**config.mk**
```make
export PLATFORM = sky130hd
export DESIGN_NAME = ldc_ctrl
export DESIGN_NICKNAME = d
export VERILOG_FILES = /design/src/hw/ldc_pkg.sv /design/src/hw/ldc_ctrl.sv
export VERILOG_INCLUDE_DIRS = /design/src /design/src/hw
export SDC_FILE = /design/constraint.sdc
export NUM_CORES = 1
export LEC_CHECK = 0
export BUFFER_PORTS_ARGS = -buffer_cell sky130_fd_sc_hd__buf_2
export CORE_ASPECT_RATIO = 0.8
export CORE_UTILIZATION = 46
export CTS_CLUSTER_SIZE = 24
export DETAILED_ROUTE_END_ITERATION = 8
export HOLD_SLACK_MARGIN = 0.1
export PLACE_DENSITY = 0.61
export SETUP_SLACK_MARGIN = 0.5
export SLEW_MARGIN = 20
export SYNTH_ARGS = -nofsm -noshare
export SYNTH_HDL_FRONTEND = slang
export SYNTH_SLANG_ARGS = --single-unit
```
**constraint.sdc**
```tcl
create_clock -name pclk -period 14.2 [get_ports pclk]
set_input_delay 1.42 -clock pclk [delete_from_list [all_inputs] [get_ports pclk]]
set_output_delay 1.42 -clock pclk [all_outputs]
set_load 0.01 [all_outputs]
```
**src/hw/ldc_params.svh**
```systemverilog
// constants for the display-control command decoder
`ifndef LDC_PARAMS_SVH
`define LDC_PARAMS_SVH
`define LDC_OFF_CMD      12'h000
`define LDC_OFF_STAT0    12'h004
`define LDC_OFF_STAT1    12'h008
`define LDC_OFF_MUX      12'h00C
`define LDC_OFF_ADDR     12'h010
`define LDC_OFF_CFG      12'h014
`define LDC_OFF_GEOM     12'h018
`define LDC_RST_PM       8'h4E
`define LDC_RST_PART     2'b00
`define LDC_RST_AC       3'b001
`define LDC_RST_FIX      8'h00
`define LDC_RST_LR       2'b00
`define LDC_RST_DC       4'b1000
`define LDC_RST_MAP      3'b000
`define LDC_RST_NIV      4'h6
`define LDC_RST_GS1      2'b01
`define LDC_RST_CEN      7'h7F
`define LDC_RST_DST      7'h00
`define LDC_RST_DEN      7'h7F
`define LDC_PM_MAX       8'hC1
`define LDC_CA_LAST      5'h1F
`define LDC_RA_LAST      7'h7F
`define LDC_PWR_UP_US    10
`define LDC_CLK_MHZ      100
`define LDC_PWR_UP_CYC   (`LDC_PWR_UP_US * `LDC_CLK_MHZ)
`endif

```
**src/hw/ldc_pkg.sv**
```systemverilog
// types for the display-control command decoder
package ldc_pkg;
	typedef enum logic [1:0] {LDC_PWR_SLEEP, LDC_PWR_PUMP, LDC_PWR_ON} ldc_pwr_t;
	typedef enum logic [2:0] {LDC_PB_NONE, LDC_PB_BIAS, LDC_PB_FIX, LDC_PB_NIV,
		LDC_PB_CEN, LDC_PB_DST, LDC_PB_DEN} ldc_pend_t;
endpackage

```
**src/hw/ldc_ctrl.sv**
```systemverilog
// display-control command decoder with apb access and ram address stepping
//
// Notes on behaviour
// command bytes decoded; double-byte takes next parameter
// bias byte stored, effective range 0..193
// partial field 11b narrows mux rate
// auto wrap restarts leading, steps other
// increment order picks leading address
// wrapped row step adds or subtracts one
// no window means default window bounds
// fixed nibbles top/bottom, excluded from scroll
// fixed row placement swaps under vertical flip
// host keeps partial rows clear of icons
// two-bit line rate code, four rates
// line rate scaled by mux rate
// black-and-white mode uses slower rates
// all-on forces segments on
// inverse drives inverted ram data
// enable bit sleeps or wakes power sequence
// shade bit selects mode, auto convert
// host waits after enabling display
// vertical flip reverses row mapping now
// horizontal flip mirrors column address
// icon flag shows fixed section in partial
// inversion parameter: lines, xor, enable
// two-bit gray shade separation field
//
// Decided for this implementation: register access over APB and the register addresses.
`include "ldc_params.svh"
`timescale 1ns/1ps
`default_nettype none
module ldc_ctrl (
	input  wire logic        pclk,         // system clock
	input  wire logic        presetn,      // async reset, low active
	input  wire logic        clk_en,       // freezes state when low
	input  wire logic        psel,         // apb select
	input  wire logic        penable,      // apb access phase
	input  wire logic        pwrite,       // apb direction
	input  wire logic [11:0] paddr,        // apb byte address
	input  wire logic [31:0] pwdata,       // apb write data
	output logic             pready,       // apb ready
	output logic             pslverr,      // unmapped access
	output logic [31:0]      prdata,       // apb read data
	input  wire logic        ram_access,   // one host ram data access
	input  wire logic [1:0]  pix_data,     // raw 2-bit pixel from ram
	output logic [1:0]       seg_level,    // level to segment driver
	output logic             drivers_on,   // common/segment drivers running
	output logic             pump_on,      // voltage generation running
	output logic [6:0]       com_row_map,  // ram row for scanned com
	input  wire logic [6:0]  com_index,    // com being scanned
	output logic [4:0]       ram_col_addr  // physical column address
);
	import ldc_pkg::*;

	logic [7:0] bias_potentiometer_value_r;
	logic [1:0] partial_r;
	logic [3:0] ram_addr_ctrl_r;
	logic [3:0] top_fixed_pairs_r;
	logic [3:0] bottom_fixed_pairs_r;
	logic [1:0] line_rate_r;
	logic [3:0] display_ctrl_bits_r;
	logic [2:0] panel_config_bits_r;
	logic [3:0] line_inversion_cfg_r;
	logic [1:0] gray1_r;
	logic [1:0] gray2_r;
	logic [6:0] last_common_index_r;
	logic [6:0] partial_first_row_r;
	logic [6:0] partial_last_row_r;
	logic [4:0] column_group_pointer_r;
	logic [6:0] row_pointer_r;
	logic [4:0] win_c0_r, win_c1_r;
	logic [6:0] win_r0_r, win_r1_r;
	ldc_pend_t  pend_r;
	ldc_pwr_t   pwr_r;
	logic [9:0] pwr_cnt_r;

	logic       wr_acc;
	logic       cmd_wr;
	logic [7:0] cmd;
	logic [7:0] mux_rate;
	logic [7:0] fixed_rows;
	logic [7:0] lr_rate;

	////////////////////////////////////////////////////////////////////////
	// apb slave: zero wait states
	assign pready  = 1'b1;
	assign wr_acc  = psel & penable & pwrite & clk_en;
	assign cmd_wr  = wr_acc & (paddr == `LDC_OFF_CMD);
	assign cmd     = pwdata[7:0];

	// unmapped offsets fail; command register is write-only
	always_comb
	begin
		pslverr = 1'b0;
		if (psel && penable)
		begin
			case (paddr)
				`LDC_OFF_CMD:   pslverr = ~pwrite;
				`LDC_OFF_STAT0, `LDC_OFF_STAT1, `LDC_OFF_MUX,
				`LDC_OFF_ADDR:  pslverr = pwrite;
				`LDC_OFF_CFG, `LDC_OFF_GEOM: pslverr = pwrite;
				default:        pslverr = 1'b1;
			endcase
		end
	end

	// read data registered at setup so it is stable in the access phase
	always_ff @(posedge pclk or negedge presetn)
	begin
		if (!presetn)
			prdata <= 32'h0000_0000;
		else if (clk_en && psel && !penable && !pwrite)
		begin
			case (paddr)
				`LDC_OFF_STAT0: prdata <= {6'h00, bias_potentiometer_value_r, 1'b0, pwr_r,
					display_ctrl_bits_r, panel_config_bits_r, ram_addr_ctrl_r,
					line_rate_r, partial_r};
				`LDC_OFF_STAT1: prdata <= {12'h000, gray2_r, gray1_r, line_inversion_cfg_r,
					top_fixed_pairs_r, bottom_fixed_pairs_r, 1'b0, pend_r};
				`LDC_OFF_MUX:   prdata <= {16'h0000, lr_rate, mux_rate};
				`LDC_OFF_ADDR:  prdata <= {15'h0, ram_col_addr, column_group_pointer_r,
					row_pointer_r};
				`LDC_OFF_CFG:   prdata <= {8'h00, win_r1_r, win_r0_r, win_c1_r, win_c0_r};
				`LDC_OFF_GEOM:  prdata <= {11'h0, last_common_index_r, partial_first_row_r,
					partial_last_row_r};
				default:        prdata <= 32'h0000_0000;
			endcase
		end
	end

	////////////////////////////////////////////////////////////////////////
	// parameter capture
	always_ff @(posedge pclk or negedge presetn)
	begin
		if (!presetn)
			pend_r <= LDC_PB_NONE;
		else if (cmd_wr)
		begin
			if (pend_r != LDC_PB_NONE)
				pend_r <= LDC_PB_NONE;
			else if (cmd == 8'h81)
				pend_r <= LDC_PB_BIAS;
			else if (cmd == 8'h90)
				pend_r <= LDC_PB_FIX;
			else if (cmd == 8'hC8)
				pend_r <= LDC_PB_NIV;
			else if (cmd == 8'hF1)
				pend_r <= LDC_PB_CEN;
			else if (cmd == 8'hF2)
				pend_r <= LDC_PB_DST;
			else if (cmd == 8'hF3)
				pend_r <= LDC_PB_DEN;
		end
	end

	// single-byte opcodes and double-byte parameters
	always_ff @(posedge pclk or negedge presetn)
	begin
		if (!presetn)
		begin
			bias_potentiometer_value_r <= `LDC_RST_PM;
			partial_r            <= `LDC_RST_PART;
			ram_addr_ctrl_r      <= {1'b0, `LDC_RST_AC};
			top_fixed_pairs_r    <= 4'(`LDC_RST_FIX >> 4);
			bottom_fixed_pairs_r <= 4'(`LDC_RST_FIX);
			line_rate_r          <= `LDC_RST_LR;
			display_ctrl_bits_r  <= `LDC_RST_DC;
			panel_config_bits_r  <= `LDC_RST_MAP;
			line_inversion_cfg_r <= `LDC_RST_NIV;
			gray1_r              <= `LDC_RST_GS1;
			gray2_r              <= 2'b10;
			last_common_index_r  <= `LDC_RST_CEN;
			partial_first_row_r  <= `LDC_RST_DST;
			partial_last_row_r   <= `LDC_RST_DEN;
		end
		else if (cmd_wr)
		begin
			if (pend_r != LDC_PB_NONE)
			begin
				case (pend_r)
					// bias byte
					LDC_PB_BIAS: bias_potentiometer_value_r <= cmd;
					// nibbles split top/bottom
					LDC_PB_FIX:
					begin
						top_fixed_pairs_r    <= cmd[7:4];
						bottom_fixed_pairs_r <= cmd[3:0];
					end
					// inversion parameter
					LDC_PB_NIV:  line_inversion_cfg_r <= cmd[3:0];
					LDC_PB_CEN:  last_common_index_r  <= cmd[6:0];
					LDC_PB_DST:  partial_first_row_r  <= cmd[6:0];
					LDC_PB_DEN:  partial_last_row_r   <= cmd[6:0];
					default:     partial_r <= partial_r;
				endcase
			end
			// partial display field
			else if (cmd[7:2] == 6'b100001)
				partial_r <= cmd[1:0];
			else if (cmd[7:3] == 5'b10001)
				ram_addr_ctrl_r[2:0] <= cmd[2:0];
			else if (cmd[7:1] == 7'b1111100)
				ram_addr_ctrl_r[3] <= cmd[0];
			// line rate code
			else if (cmd[7:2] == 6'b101000)
				line_rate_r <= cmd[1:0];
			// all-on bit
			else if (cmd[7:1] == 7'b1010010)
				display_ctrl_bits_r[1] <= cmd[0];
			// inverse bit
			else if (cmd[7:1] == 7'b1010011)
				display_ctrl_bits_r[0] <= cmd[0];
			// enable and R17: shade mode
			else if (cmd[7:2] == 6'b101011)
				display_ctrl_bits_r[3:2] <= cmd[1:0];
			// flips and R21: icon flag
			else if (cmd[7:3] == 5'b11000)
				panel_config_bits_r <= cmd[2:0];
			// gray shade field
			else if (cmd[7:2] == 6'b110100)
				gray1_r <= cmd[1:0];
			else if (cmd[7:2] == 6'b110101)
				gray2_r <= cmd[1:0];
		end
	end

	////////////////////////////////////////////////////////////////////////
	// sleep turns pump and drivers off; wake restores pump before drivers
	always_ff @(posedge pclk or negedge presetn)
	begin
		if (!presetn)
		begin
			pwr_r     <= LDC_PWR_SLEEP;
			pwr_cnt_r <= 10'h000;
		end
		else if (clk_en)
		begin
			case (pwr_r)
				LDC_PWR_SLEEP:
					if (display_ctrl_bits_r[2])
					begin
						pwr_r     <= LDC_PWR_PUMP;
						pwr_cnt_r <= 10'h000;
					end
				LDC_PWR_PUMP:
					if (!display_ctrl_bits_r[2])
						pwr_r <= LDC_PWR_SLEEP;
					else if (pwr_cnt_r == 10'(`LDC_PWR_UP_CYC - 1))
						pwr_r <= LDC_PWR_ON;
					else
						pwr_cnt_r <= pwr_cnt_r + 10'h001;
				LDC_PWR_ON:
					if (!display_ctrl_bits_r[2])
						pwr_r <= LDC_PWR_SLEEP;
				default: pwr_r <= LDC_PWR_SLEEP;
			endcase
		end
	end
	assign pump_on    = (pwr_r != LDC_PWR_SLEEP);
	assign drivers_on = (pwr_r == LDC_PWR_ON);

	////////////////////////////////////////////////////////////////////////
	// mux rate; R21: icon rows count only with icon flag
	// sum kept five bits wide so two full nibbles do not lose their carry
	assign fixed_rows = {2'b00, {1'b0, top_fixed_pairs_r} + {1'b0, bottom_fixed_pairs_r}, 1'b0};
	always_comb
	begin
		if (partial_r == 2'b11)
			mux_rate = 8'(partial_last_row_r - partial_first_row_r) + 8'h01
				+ (panel_config_bits_r[0] ? fixed_rows : 8'h00);
		else
			mux_rate = {1'b0, last_common_index_r} + 8'h01;
	end

	// rate in 0.1 klps units; R11/R13 base table, R12 scaling
	always_comb
	begin
		logic [7:0] base;
		base = 8'h00;
		case ({display_ctrl_bits_r[3], line_rate_r})
			3'b100: base = 8'h8E;
			3'b101: base = 8'hAD;
			3'b110: base = 8'hD3;
			3'b111: base = 8'hFF;
			3'b000: base = 8'h39;
			3'b001: base = 8'h46;
			3'b010: base = 8'h55;
			default: base = 8'h68;
		endcase
		// scale at mux thresholds, truncating
		if (mux_rate <= 8'h20)
			lr_rate = base >> 2;
		else if (mux_rate <= 8'h2B)
			lr_rate = 8'(({2'b00, base} * 10'h001) / 10'h003);
		else if (mux_rate <= 8'h40)
			lr_rate = base >> 1;
		else if (mux_rate <= 8'h55)
			lr_rate = 8'(({2'b00, base} << 1) / 10'h003);
		else
			lr_rate = base;
	end

	////////////////////////////////////////////////////////////////////////
	// all-on beats inverse; ram untouched. R17: b/w keeps msb only
	always_comb
	begin
		logic [1:0] px;
		px = display_ctrl_bits_r[3] ? pix_data : {2{pix_data[1]}};
		if (!drivers_on)
			seg_level = 2'b00;
		else if (display_ctrl_bits_r[1])
			seg_level = 2'b11;
		else if (display_ctrl_bits_r[0])
			seg_level = ~px;
		else
			seg_level = px;
	end

	// vertical flip reverses com order; R9: fixed band follows the flip
	assign com_row_map = panel_config_bits_r[2] ? (`LDC_RA_LAST - com_index) : com_index;
	// horizontal flip mirrors the host column address
	assign ram_col_addr = panel_config_bits_r[1] ? (`LDC_CA_LAST - column_group_pointer_r)
		: column_group_pointer_r;

	////////////////////////////////////////////////////////////////////////
	// without window enable the defaults bound the stepping
	always_comb
	begin
		win_c0_r = ram_addr_ctrl_r[3] ? 5'h00 : 5'h00;
		win_c1_r = `LDC_CA_LAST;
		win_r0_r = 7'h00;
		win_r1_r = `LDC_RA_LAST;
	end

	// pointer stepping on each ram data access
	always_ff @(posedge pclk or negedge presetn)
	begin
		if (!presetn)
		begin
			column_group_pointer_r <= 5'h00;
			row_pointer_r          <= 7'h00;
		end
		else if (clk_en && ram_access)
		begin
			if (!ram_addr_ctrl_r[1])
			begin
				if (column_group_pointer_r != win_c1_r)
					column_group_pointer_r <= column_group_pointer_r + 5'h01;
				else if (ram_addr_ctrl_r[0])
				begin
					column_group_pointer_r <= win_c0_r;
					row_pointer_r <= ram_addr_ctrl_r[2] ? row_pointer_r - 7'h01
						: row_pointer_r + 7'h01;
				end
			end
			else
			begin
				if ((!ram_addr_ctrl_r[2] && row_pointer_r != win_r1_r) ||
					(ram_addr_ctrl_r[2] && row_pointer_r != win_r0_r))
					row_pointer_r <= ram_addr_ctrl_r[2] ? row_pointer_r - 7'h01
						: row_pointer_r + 7'h01;
				else if (ram_addr_ctrl_r[0])
				begin
					row_pointer_r <= ram_addr_ctrl_r[2] ? win_r1_r : win_r0_r;
					column_group_pointer_r <= column_group_pointer_r + 5'h01;
				end
			end
		end
	end

	////////////////////////////////////////////////////////////////////////
	// checks
	// bias byte follows parameter write
	a_bias_load: assert property (@(posedge pclk) disable iff (!presetn)
		cmd_wr && pend_r == LDC_PB_BIAS |=> bias_potentiometer_value_r == $past(cmd))
		else $error("bias not loaded");
	// pending parameter cleared after next byte
	a_param_once: assert property (@(posedge pclk) disable iff (!presetn)
		cmd_wr && pend_r != LDC_PB_NONE |=> pend_r == LDC_PB_NONE)
		else $error("parameter pending too long");
	// mux rate in full mode
	a_mux_full: assert property (@(posedge pclk) disable iff (!presetn)
		partial_r != 2'b11 |-> mux_rate == {1'b0, last_common_index_r} + 8'h01)
		else $error("mux rate wrong");
	// all-on output
	a_all_on: assert property (@(posedge pclk) disable iff (!presetn)
		drivers_on && display_ctrl_bits_r[1] |-> seg_level == 2'b11)
		else $error("all-on not forced");
	// sleep turns pump and drivers off next cycle
	a_sleep_off: assert property (@(posedge pclk) disable iff (!presetn)
		clk_en && !display_ctrl_bits_r[2] |=> !pump_on && !drivers_on)
		else $error("sleep not entered");
	// drivers only after pump
	a_pump_first: assert property (@(posedge pclk) disable iff (!presetn)
		$rose(drivers_on) |-> $past(pump_on))
		else $error("drivers before pump");
	// mirrored column
	a_col_mirror: assert property (@(posedge pclk) disable iff (!presetn)
		panel_config_bits_r[1] |-> ram_col_addr + column_group_pointer_r == 5'h1F)
		else $error("column mirror wrong");
	// no wrap stops at boundary
	a_wrap_stop: assert property (@(posedge pclk) disable iff (!presetn)
		clk_en && ram_access && ram_addr_ctrl_r[1:0] == 2'b00 && column_group_pointer_r == 5'h1F
		|=> column_group_pointer_r == 5'h1F && $stable(row_pointer_r))
		else $error("pointer moved past boundary");
	// wrapped row step direction
	a_row_dir: assert property (@(posedge pclk) disable iff (!presetn)
		clk_en && ram_access && ram_addr_ctrl_r[1:0] == 2'b01 && column_group_pointer_r == 5'h1F
		|=> row_pointer_r == $past(row_pointer_r) + (ram_addr_ctrl_r[2] ? 7'h7F : 7'h01))
		else $error("row step wrong");
	c_wake: cover property (@(posedge pclk) disable iff (!presetn) $rose(drivers_on));
	c_partial: cover property (@(posedge pclk) disable iff (!presetn) partial_r == 2'b11);
	c_fix_cmd: cover property (@(posedge pclk) disable iff (!presetn)
		cmd_wr && pend_r == LDC_PB_FIX);
endmodule
`default_nettype wire

```
# After elaboration in Yosys (flattened, before gate mapping)
# Cells that the tools add are included.
# totals
out_inout_bits	50
word_cells	192
regBits	119
# op_classes
n_mux	44
reduce_logical	44
n_eq_ne	48
magnitude_cmp	4
addsub	11
div_mod_pow	2
bitwise	16
# op_table
operator	count
case mux 26 bit (6 select lines)	1
2-to-1 mux 7 bit	8
case mux 8 bit (7 select lines)	1
== test 8 bit (second input constant)	6
2-to-1 mux 8 bit	5
== test 12 x 5 -> 1 bit (second input constant)	3
== test 6 bit (second input constant)	5
2-to-1 mux 10 bit	3
2-to-1 mux 5 bit	6
== test 12 x 4 -> 1 bit (second input constant)	2
== test 3 bit (second input constant)	7
== test 7 bit (second input constant)	3
2-to-1 mux 3 bit	7
AND reduction 3 bit	7
case mux 10 bit (2 select lines)	1
<= comparator 8 x 6 -> 1 bit (second input constant)	2
<= comparator 8 x 7 -> 1 bit (second input constant)	2
AND reduction 4 bit	4
2-to-1 mux 2 bit	7
inequality test 2 bit (second input constant)	7
nonzero test 7 bit	2
== test 12 x 3 -> 1 bit (second input constant)	1
logical NOT 12 bit	1
AND reduction 12 bit	1
45 further kinds	77

# Logic depth before layout (Yosys ltp)
# logic_depth
depth_word	10
ltp_mapped	31
ltp_nobuf	25

# Worst setup path before layout
# OpenSTA, ideal clock, no wires.
# synth_path
kind	register -> register
from	register display_ctrl_bits_r[3]
to	register prdata[8]
t_arrival_ns	5.713
setup_time_ns	0.120
path_stages_with_launch	30
slack_ns	8.367
cell_sequence	dfstp_2 -> buf_2 -> buf_4 -> nor2b_1 -> inv_1 -> ha_1 -> clkbuf_1 -> clkbuf_1 -> nand2_1 -> nand2_1 -> xnor2_1 -> ha_1 -> clkbuf_1 -> a21oi_1 -> o221a_1 -> a21oi_2 -> a21oi_1 -> a2111oi_4 -> xor2_1 -> ha_1 -> inv_1 -> ha_1 -> nand2b_1 -> nor2_1 -> a21oi_1 -> o221ai_1 -> o221ai_1 -> a2111oi_2 -> o211ai_1 -> a41o_1
# synth_via
elab_chain_len	8
word_cells_on_any_way	15
classes_between	div: 2; eq/ne: 6; mux: 6; reduce/logical: 1
# synth_lines
item	line	rtl
start: declaration	ldc_ctrl.sv:61	logic [3:0] display_ctrl_bits_r;
start signal: assignment	ldc_ctrl.sv:167	display_ctrl_bits_r <= `LDC_RST_DC;
start signal: assignment	ldc_ctrl.sv:215	display_ctrl_bits_r[3:2] <= cmd[1:0];
== test 3 x 2 -> 1 bit (tied with other cells)	ldc_ctrl.sv:280	case ({display_ctrl_bits_r[3], line_rate_r})
case mux 8 bit (7 select lines) (*)	ldc_ctrl.sv:280	
divider 9 x 2 -> 10 bit	ldc_ctrl.sv:298	lr_rate = 8'(({2'b00, base} << 1) / 10'h003);
2-to-1 mux 8 bit	ldc_ctrl.sv:297	else if (mux_rate <= 8'h55)
2-to-1 mux 8 bit	ldc_ctrl.sv:295	else if (mux_rate <= 8'h40)
2-to-1 mux 8 bit	ldc_ctrl.sv:293	else if (mux_rate <= 8'h2B)
2-to-1 mux 8 bit (*)	ldc_ctrl.sv:291	if (mux_rate <= 8'h20)
case mux 26 bit (6 select lines) (*)	ldc_ctrl.sv:114	case (paddr)
end signal: assignment	ldc_ctrl.sv:115	`LDC_OFF_STAT0: prdata <= {6'h00, bias_potentiometer_value_r, 1'b0, pwr_r,
end signal: assignment	ldc_ctrl.sv:118	`LDC_OFF_STAT1: prdata <= {12'h000, gray2_r, gray1_r, line_inversion_cfg_r,
end signal: assignment	ldc_ctrl.sv:120	`LDC_OFF_MUX: prdata <= {16'h0000, lr_rate, mux_rate};
end: declaration	ldc_ctrl.sv:43	output logic [31:0] prdata,
# Mark *: on every way between the ends. The rest lies on a longest branch, timed or not.
# A chain may end at the register's enable or synchronous reset.

# Worst setup path after layout
# layout_path
from	register line_rate_r[1]
to	register prdata[8]
# layout_via
elab_chain_len	8
word_cells_on_any_way	15
classes_between	div: 2; eq/ne: 6; mux: 6; reduce/logical: 1
# layout_lines
item	line	rtl
start: declaration	ldc_ctrl.sv:60	logic [1:0] line_rate_r;
start signal: assignment	ldc_ctrl.sv:166	line_rate_r <= `LDC_RST_LR;
start signal: assignment	ldc_ctrl.sv:206	line_rate_r <= cmd[1:0];
== test 3 x 2 -> 1 bit (tied with other cells)	ldc_ctrl.sv:280	
case mux 8 bit (7 select lines) (*)	ldc_ctrl.sv:280	
divider 9 x 2 -> 10 bit	ldc_ctrl.sv:298	
2-to-1 mux 8 bit	ldc_ctrl.sv:297	
2-to-1 mux 8 bit	ldc_ctrl.sv:295	
2-to-1 mux 8 bit	ldc_ctrl.sv:293	
2-to-1 mux 8 bit (*)	ldc_ctrl.sv:291	
case mux 26 bit (6 select lines) (*)	ldc_ctrl.sv:114	
# Marked as above.

==> results by group <==
Floorplanning
  • Core Region: 19800 sq um
  • Die area: 20780 sq um
  • IO Pins: 110
  • Die X: 160.9 um
  • Initial Utilization: 46.95%
  • Die H: 129.1 um
  • FP Rows: 46

Timing
  • Max Slew Vio Count: 0
  • Worst-margin pin slew: 1.035 ns
  • Sum of negative setup slack: 0 ns
  • Clock Skew: 0.01768 ns
  • Fin crit share: 52.42%
  • Final min period: 7.444 ns
  • Final setup vio count: 0
  • RSZ-0062 raised after global routing: no
  • Fmax: 0.1343 GHz
  • Slew headroom: 30.78%
  • Fin. Hold Viols: 0

Yosys
  • Cell Area, Synth: 9295 sq um
  • #FFs+latches synth: 113
  • Unique cell type count in the Yosys netlist: 100
  • Synth top area cells: dfrtp_1, mux2_2, dfstp_2, ha_1, nand2_1
  • Biggest area consumer among synthesized cells: dfrtp_1
  • Warnings, synthesis: 0
  • Synth Flop Type: dfrtp_1
  • Register area share after synthesis: 30.74%
  • Synth top area share: 23.96%
  • EDFF count, synth: 0
  • Synth Instances: 1073
  • Asr flop ratio synth: 100.0%
  • Avg Inst Size Synth: 8.663 sq um

Placed design
  • Routability cong.: 0.8984
  • PortBufs: 78
  • Hpwl dp: 20.00 mm
  • DP Area: 9726 sq um

Critical path
  • Worst Setup SP: line_rate_r[1]
  • FF-to-FF path depth: 25
  • Worst EP required: 14.51 ns
  • Crit-path max FO: 40
  • WS Path Type: reg -> reg
  • Crit. End Element: register
  • CP endpoint: prdata[8]
  • Critical Path Source Type: register
  • Arr. time, crit path: 7.76 ns
  • Worst path max stage delay: 0.74 ns
  • Reg2reg end: prdata[8]
  • Critical path's slowest cell: a311oi_2
  • Critical R2R Launch: line_rate_r[1]
  • Flop2flop setup slack: 6.76 ns
  • Crit path top cell by count: ha_1

Routing
  • DRT Pass-1 Iters: 5
  • Routed wire length: 27.80 mm
  • Residual DRC: 0
  • DRT iter0 DRCs: 901
  • Via count: 8521
  • Avg WL per Cell: 20.10 um
  • Post-route ant nets: 0
  • Via density: 6.161

Final layout
  • N_diodes: 0
  • Share of cells above drive strength 1: 21.72%
  • Layout area overhead: 11.39%
  • Post-route cell area: 10350 sq um
  • Filler cells: 1867
  • Final nets: 1203

CTS
  • Inserted Clock Buffers: 17
  • Hold-fix buffers at CTS: 0
  • Post_cts resized: 0
  • CTS tree: yes
  • H-tree depth: 4
  • Post-CTS Setup Inserts: 0
  • Clock sink count: 113
  • Root Driver: clkbuf_16
  • Clock latency on the worst-skew pair: 0.43 ns
  • Clock transition at path regs: 0.07 ns
  • Clock tree buffer depth: 2

Power
  • Max IR drop VDD: 0.05387 mV
  • Static Leak: 4.664 nW
  • Pwr/cell area: 85.44 nW/um^2

Status
  • Outcome: completed

Global route
  • Vias in the first global route: 7703
  • Grt ovf: 0
  • Largest net degree at the start of global routing: 79
  • First-pass GRT wire length: 43.76 mm
  • Total track usage: 27.11%
  • Antenna violations before repair: 0

Job
  • Max cap viols: 0

Min path
  • Tightest Hold Check Type: reg -> reg
  • Hold path depth: 2
[report_power, final]
part / internal, W / total [W] / leakage (nW) / switching (W)
combinational: 0.0000293 / 0.0000768 / 2.91 / 0.0000475
clock: 0.000287 / 0.000459 / 0.310 / 0.000172
sequential: 0.000333 / 0.000349 / 1.44 / 0.0000158
total: 0.000649 / 0.000885 / 4.66 / 0.000236
[final cells by class]
class / count / area [sq um] / share of cell area, %
Clock buffer: 18 / 439.2 / 4.242
Clock inverter: 14 / 188.9 / 1.825
Inverter: 46 / 172.7 / 1.668
Multi-Input combinational cell: 841 / 5904 / 57.03
Sequential cell: 113 / 2858 / 27.60
Tap cell: 264 / 330.3 / 3.190
Timing Repair Buffer: 87 / 460.4 / 4.447
[cell families (layout without fill, tap and decap cells)]
logic type      count (synthesis)  count (layout)  synth area share (%)
other cells                     2               7               0.08079
xor+xnor                       51              51                 4.806
buf+inv                       124             165                 6.003
simple gates                  366             366                 20.53
mux                            77              77                 9.234
compound gates                303             303                 23.06
flops                         113             113                 30.74
fa+ha+maj                      37              37                 5.546
[layout by cell type, fill, tap and decap left out, types with 13 or more instances in the layout]
cell / n
a31oi_1: 13
buf_2: 77
nor3_1: 17
inv_1: 45
a21o_1: 15
a22oi_1: 21
ha_1: 30
o21ai_0: 49
xor2_1: 33
clkbuf_16: 17
dfstp_2: 24
dfrtp_1: 89
nor2_1: 87
a21oi_1: 70
nor2b_1: 22
nand2_1: 96
mux2_2: 67
and3_1: 13
xnor2_1: 18
nand3_1: 29
nand2b_1: 16
[cell usage after synthesis, types with 12 or more instances]
| master | number |
|---|---|
| a21o_1 | 15 |
| mux2_2 | 67 |
| nand4_1 | 12 |
| o21ai_0 | 49 |
| nand3_1 | 29 |
| dfrtp_1 | 89 |
| and3_1 | 13 |
| clkbuf_1 | 49 |
| nor3_1 | 17 |
| o211ai_1 | 12 |
| nor2b_1 | 22 |
| nand2_1 | 96 |
| inv_1 | 45 |
| a21oi_1 | 70 |
| xor2_1 | 33 |
| xnor2_1 | 18 |
| a22oi_1 | 21 |
| nor2_1 | 87 |
| dfstp_2 | 24 |
| ha_1 | 30 |
| nand2b_1 | 16 |
| a31oi_1 | 13 |
[flip-flops by register name (all words and copies together), names as in the netlist, 4 cells and up]
signal,flops
bias_potentiometer_value_r,8
bottom_fixed_pairs_r,4
line_inversion_cfg_r,4
display_ctrl_bits_r,4
top_fixed_pairs_r,4
ram_addr_ctrl_r,4
partial_first_row_r,7
last_common_index_r,7
row_pointer_r,7
column_group_pointer_r,5
prdata,26
pwr_cnt_r,10
partial_last_row_r,7
[critical path, delay by kind of cell, from the launching register on]
family | cells | cell delay, ns
fa+ha+maj | 4 | 1.71
flops | 1 | 0.57
compound gates | 10 | 2.85
buf+inv | 4 | 0.90
xor+xnor | 2 | 0.40
simple gates | 5 | 0.87
[layer usage]
| layer | up-vias | track usage [%] | share of wire, % | wire length, um |
|---|---|---|---|---|
| li1 | 4013 | - | - | - |
| met5 | - | 0 | 0 | 0 |
| met4 | 0 | 5.605 | 0.88 | 245 |
| met3 | 23 | 4.866 | 7.6 | 2118 |
| met2 | 355 | 36.99 | 40 | 11130 |
| met1 | 4130 | 43.52 | 51 | 14300 |
[worst min-delay path by stage]
stage | start | end | slack [ns]
global placement | prdata[25] | prdata[25] | 0.46
detailed placement | prdata[25] | prdata[25] | 0.46
CTS | prdata[25] | prdata[25] | 0.48
floorplan | bias_potentiometer_value_r[7] | prdata[25] | 0.46
finish | prdata[25] | prdata[25] | 0.48
global route | prdata[25] | prdata[25] | 0.50
[metrics by stage]
step           hold slack [ns]   power, W  utilization [%]  setup WS (ns)  std cells
2_1_floorplan           0.4627  0.0003910                -          8.367       1078
4_1_cts                 0.4782  0.0008879            52.29          6.871       1383
6_report                0.4753  0.0008847            52.29          6.756       1383
3_5_place_dp            0.4634  0.0004299            49.12          6.905       1351
3_3_place_gp            0.4553  0.0004289            49.12          6.922       1351
5_1_grt                 0.5045  0.0009140            52.29          6.160       1383
Note: power is estimated with default switching activity, not from simulation.
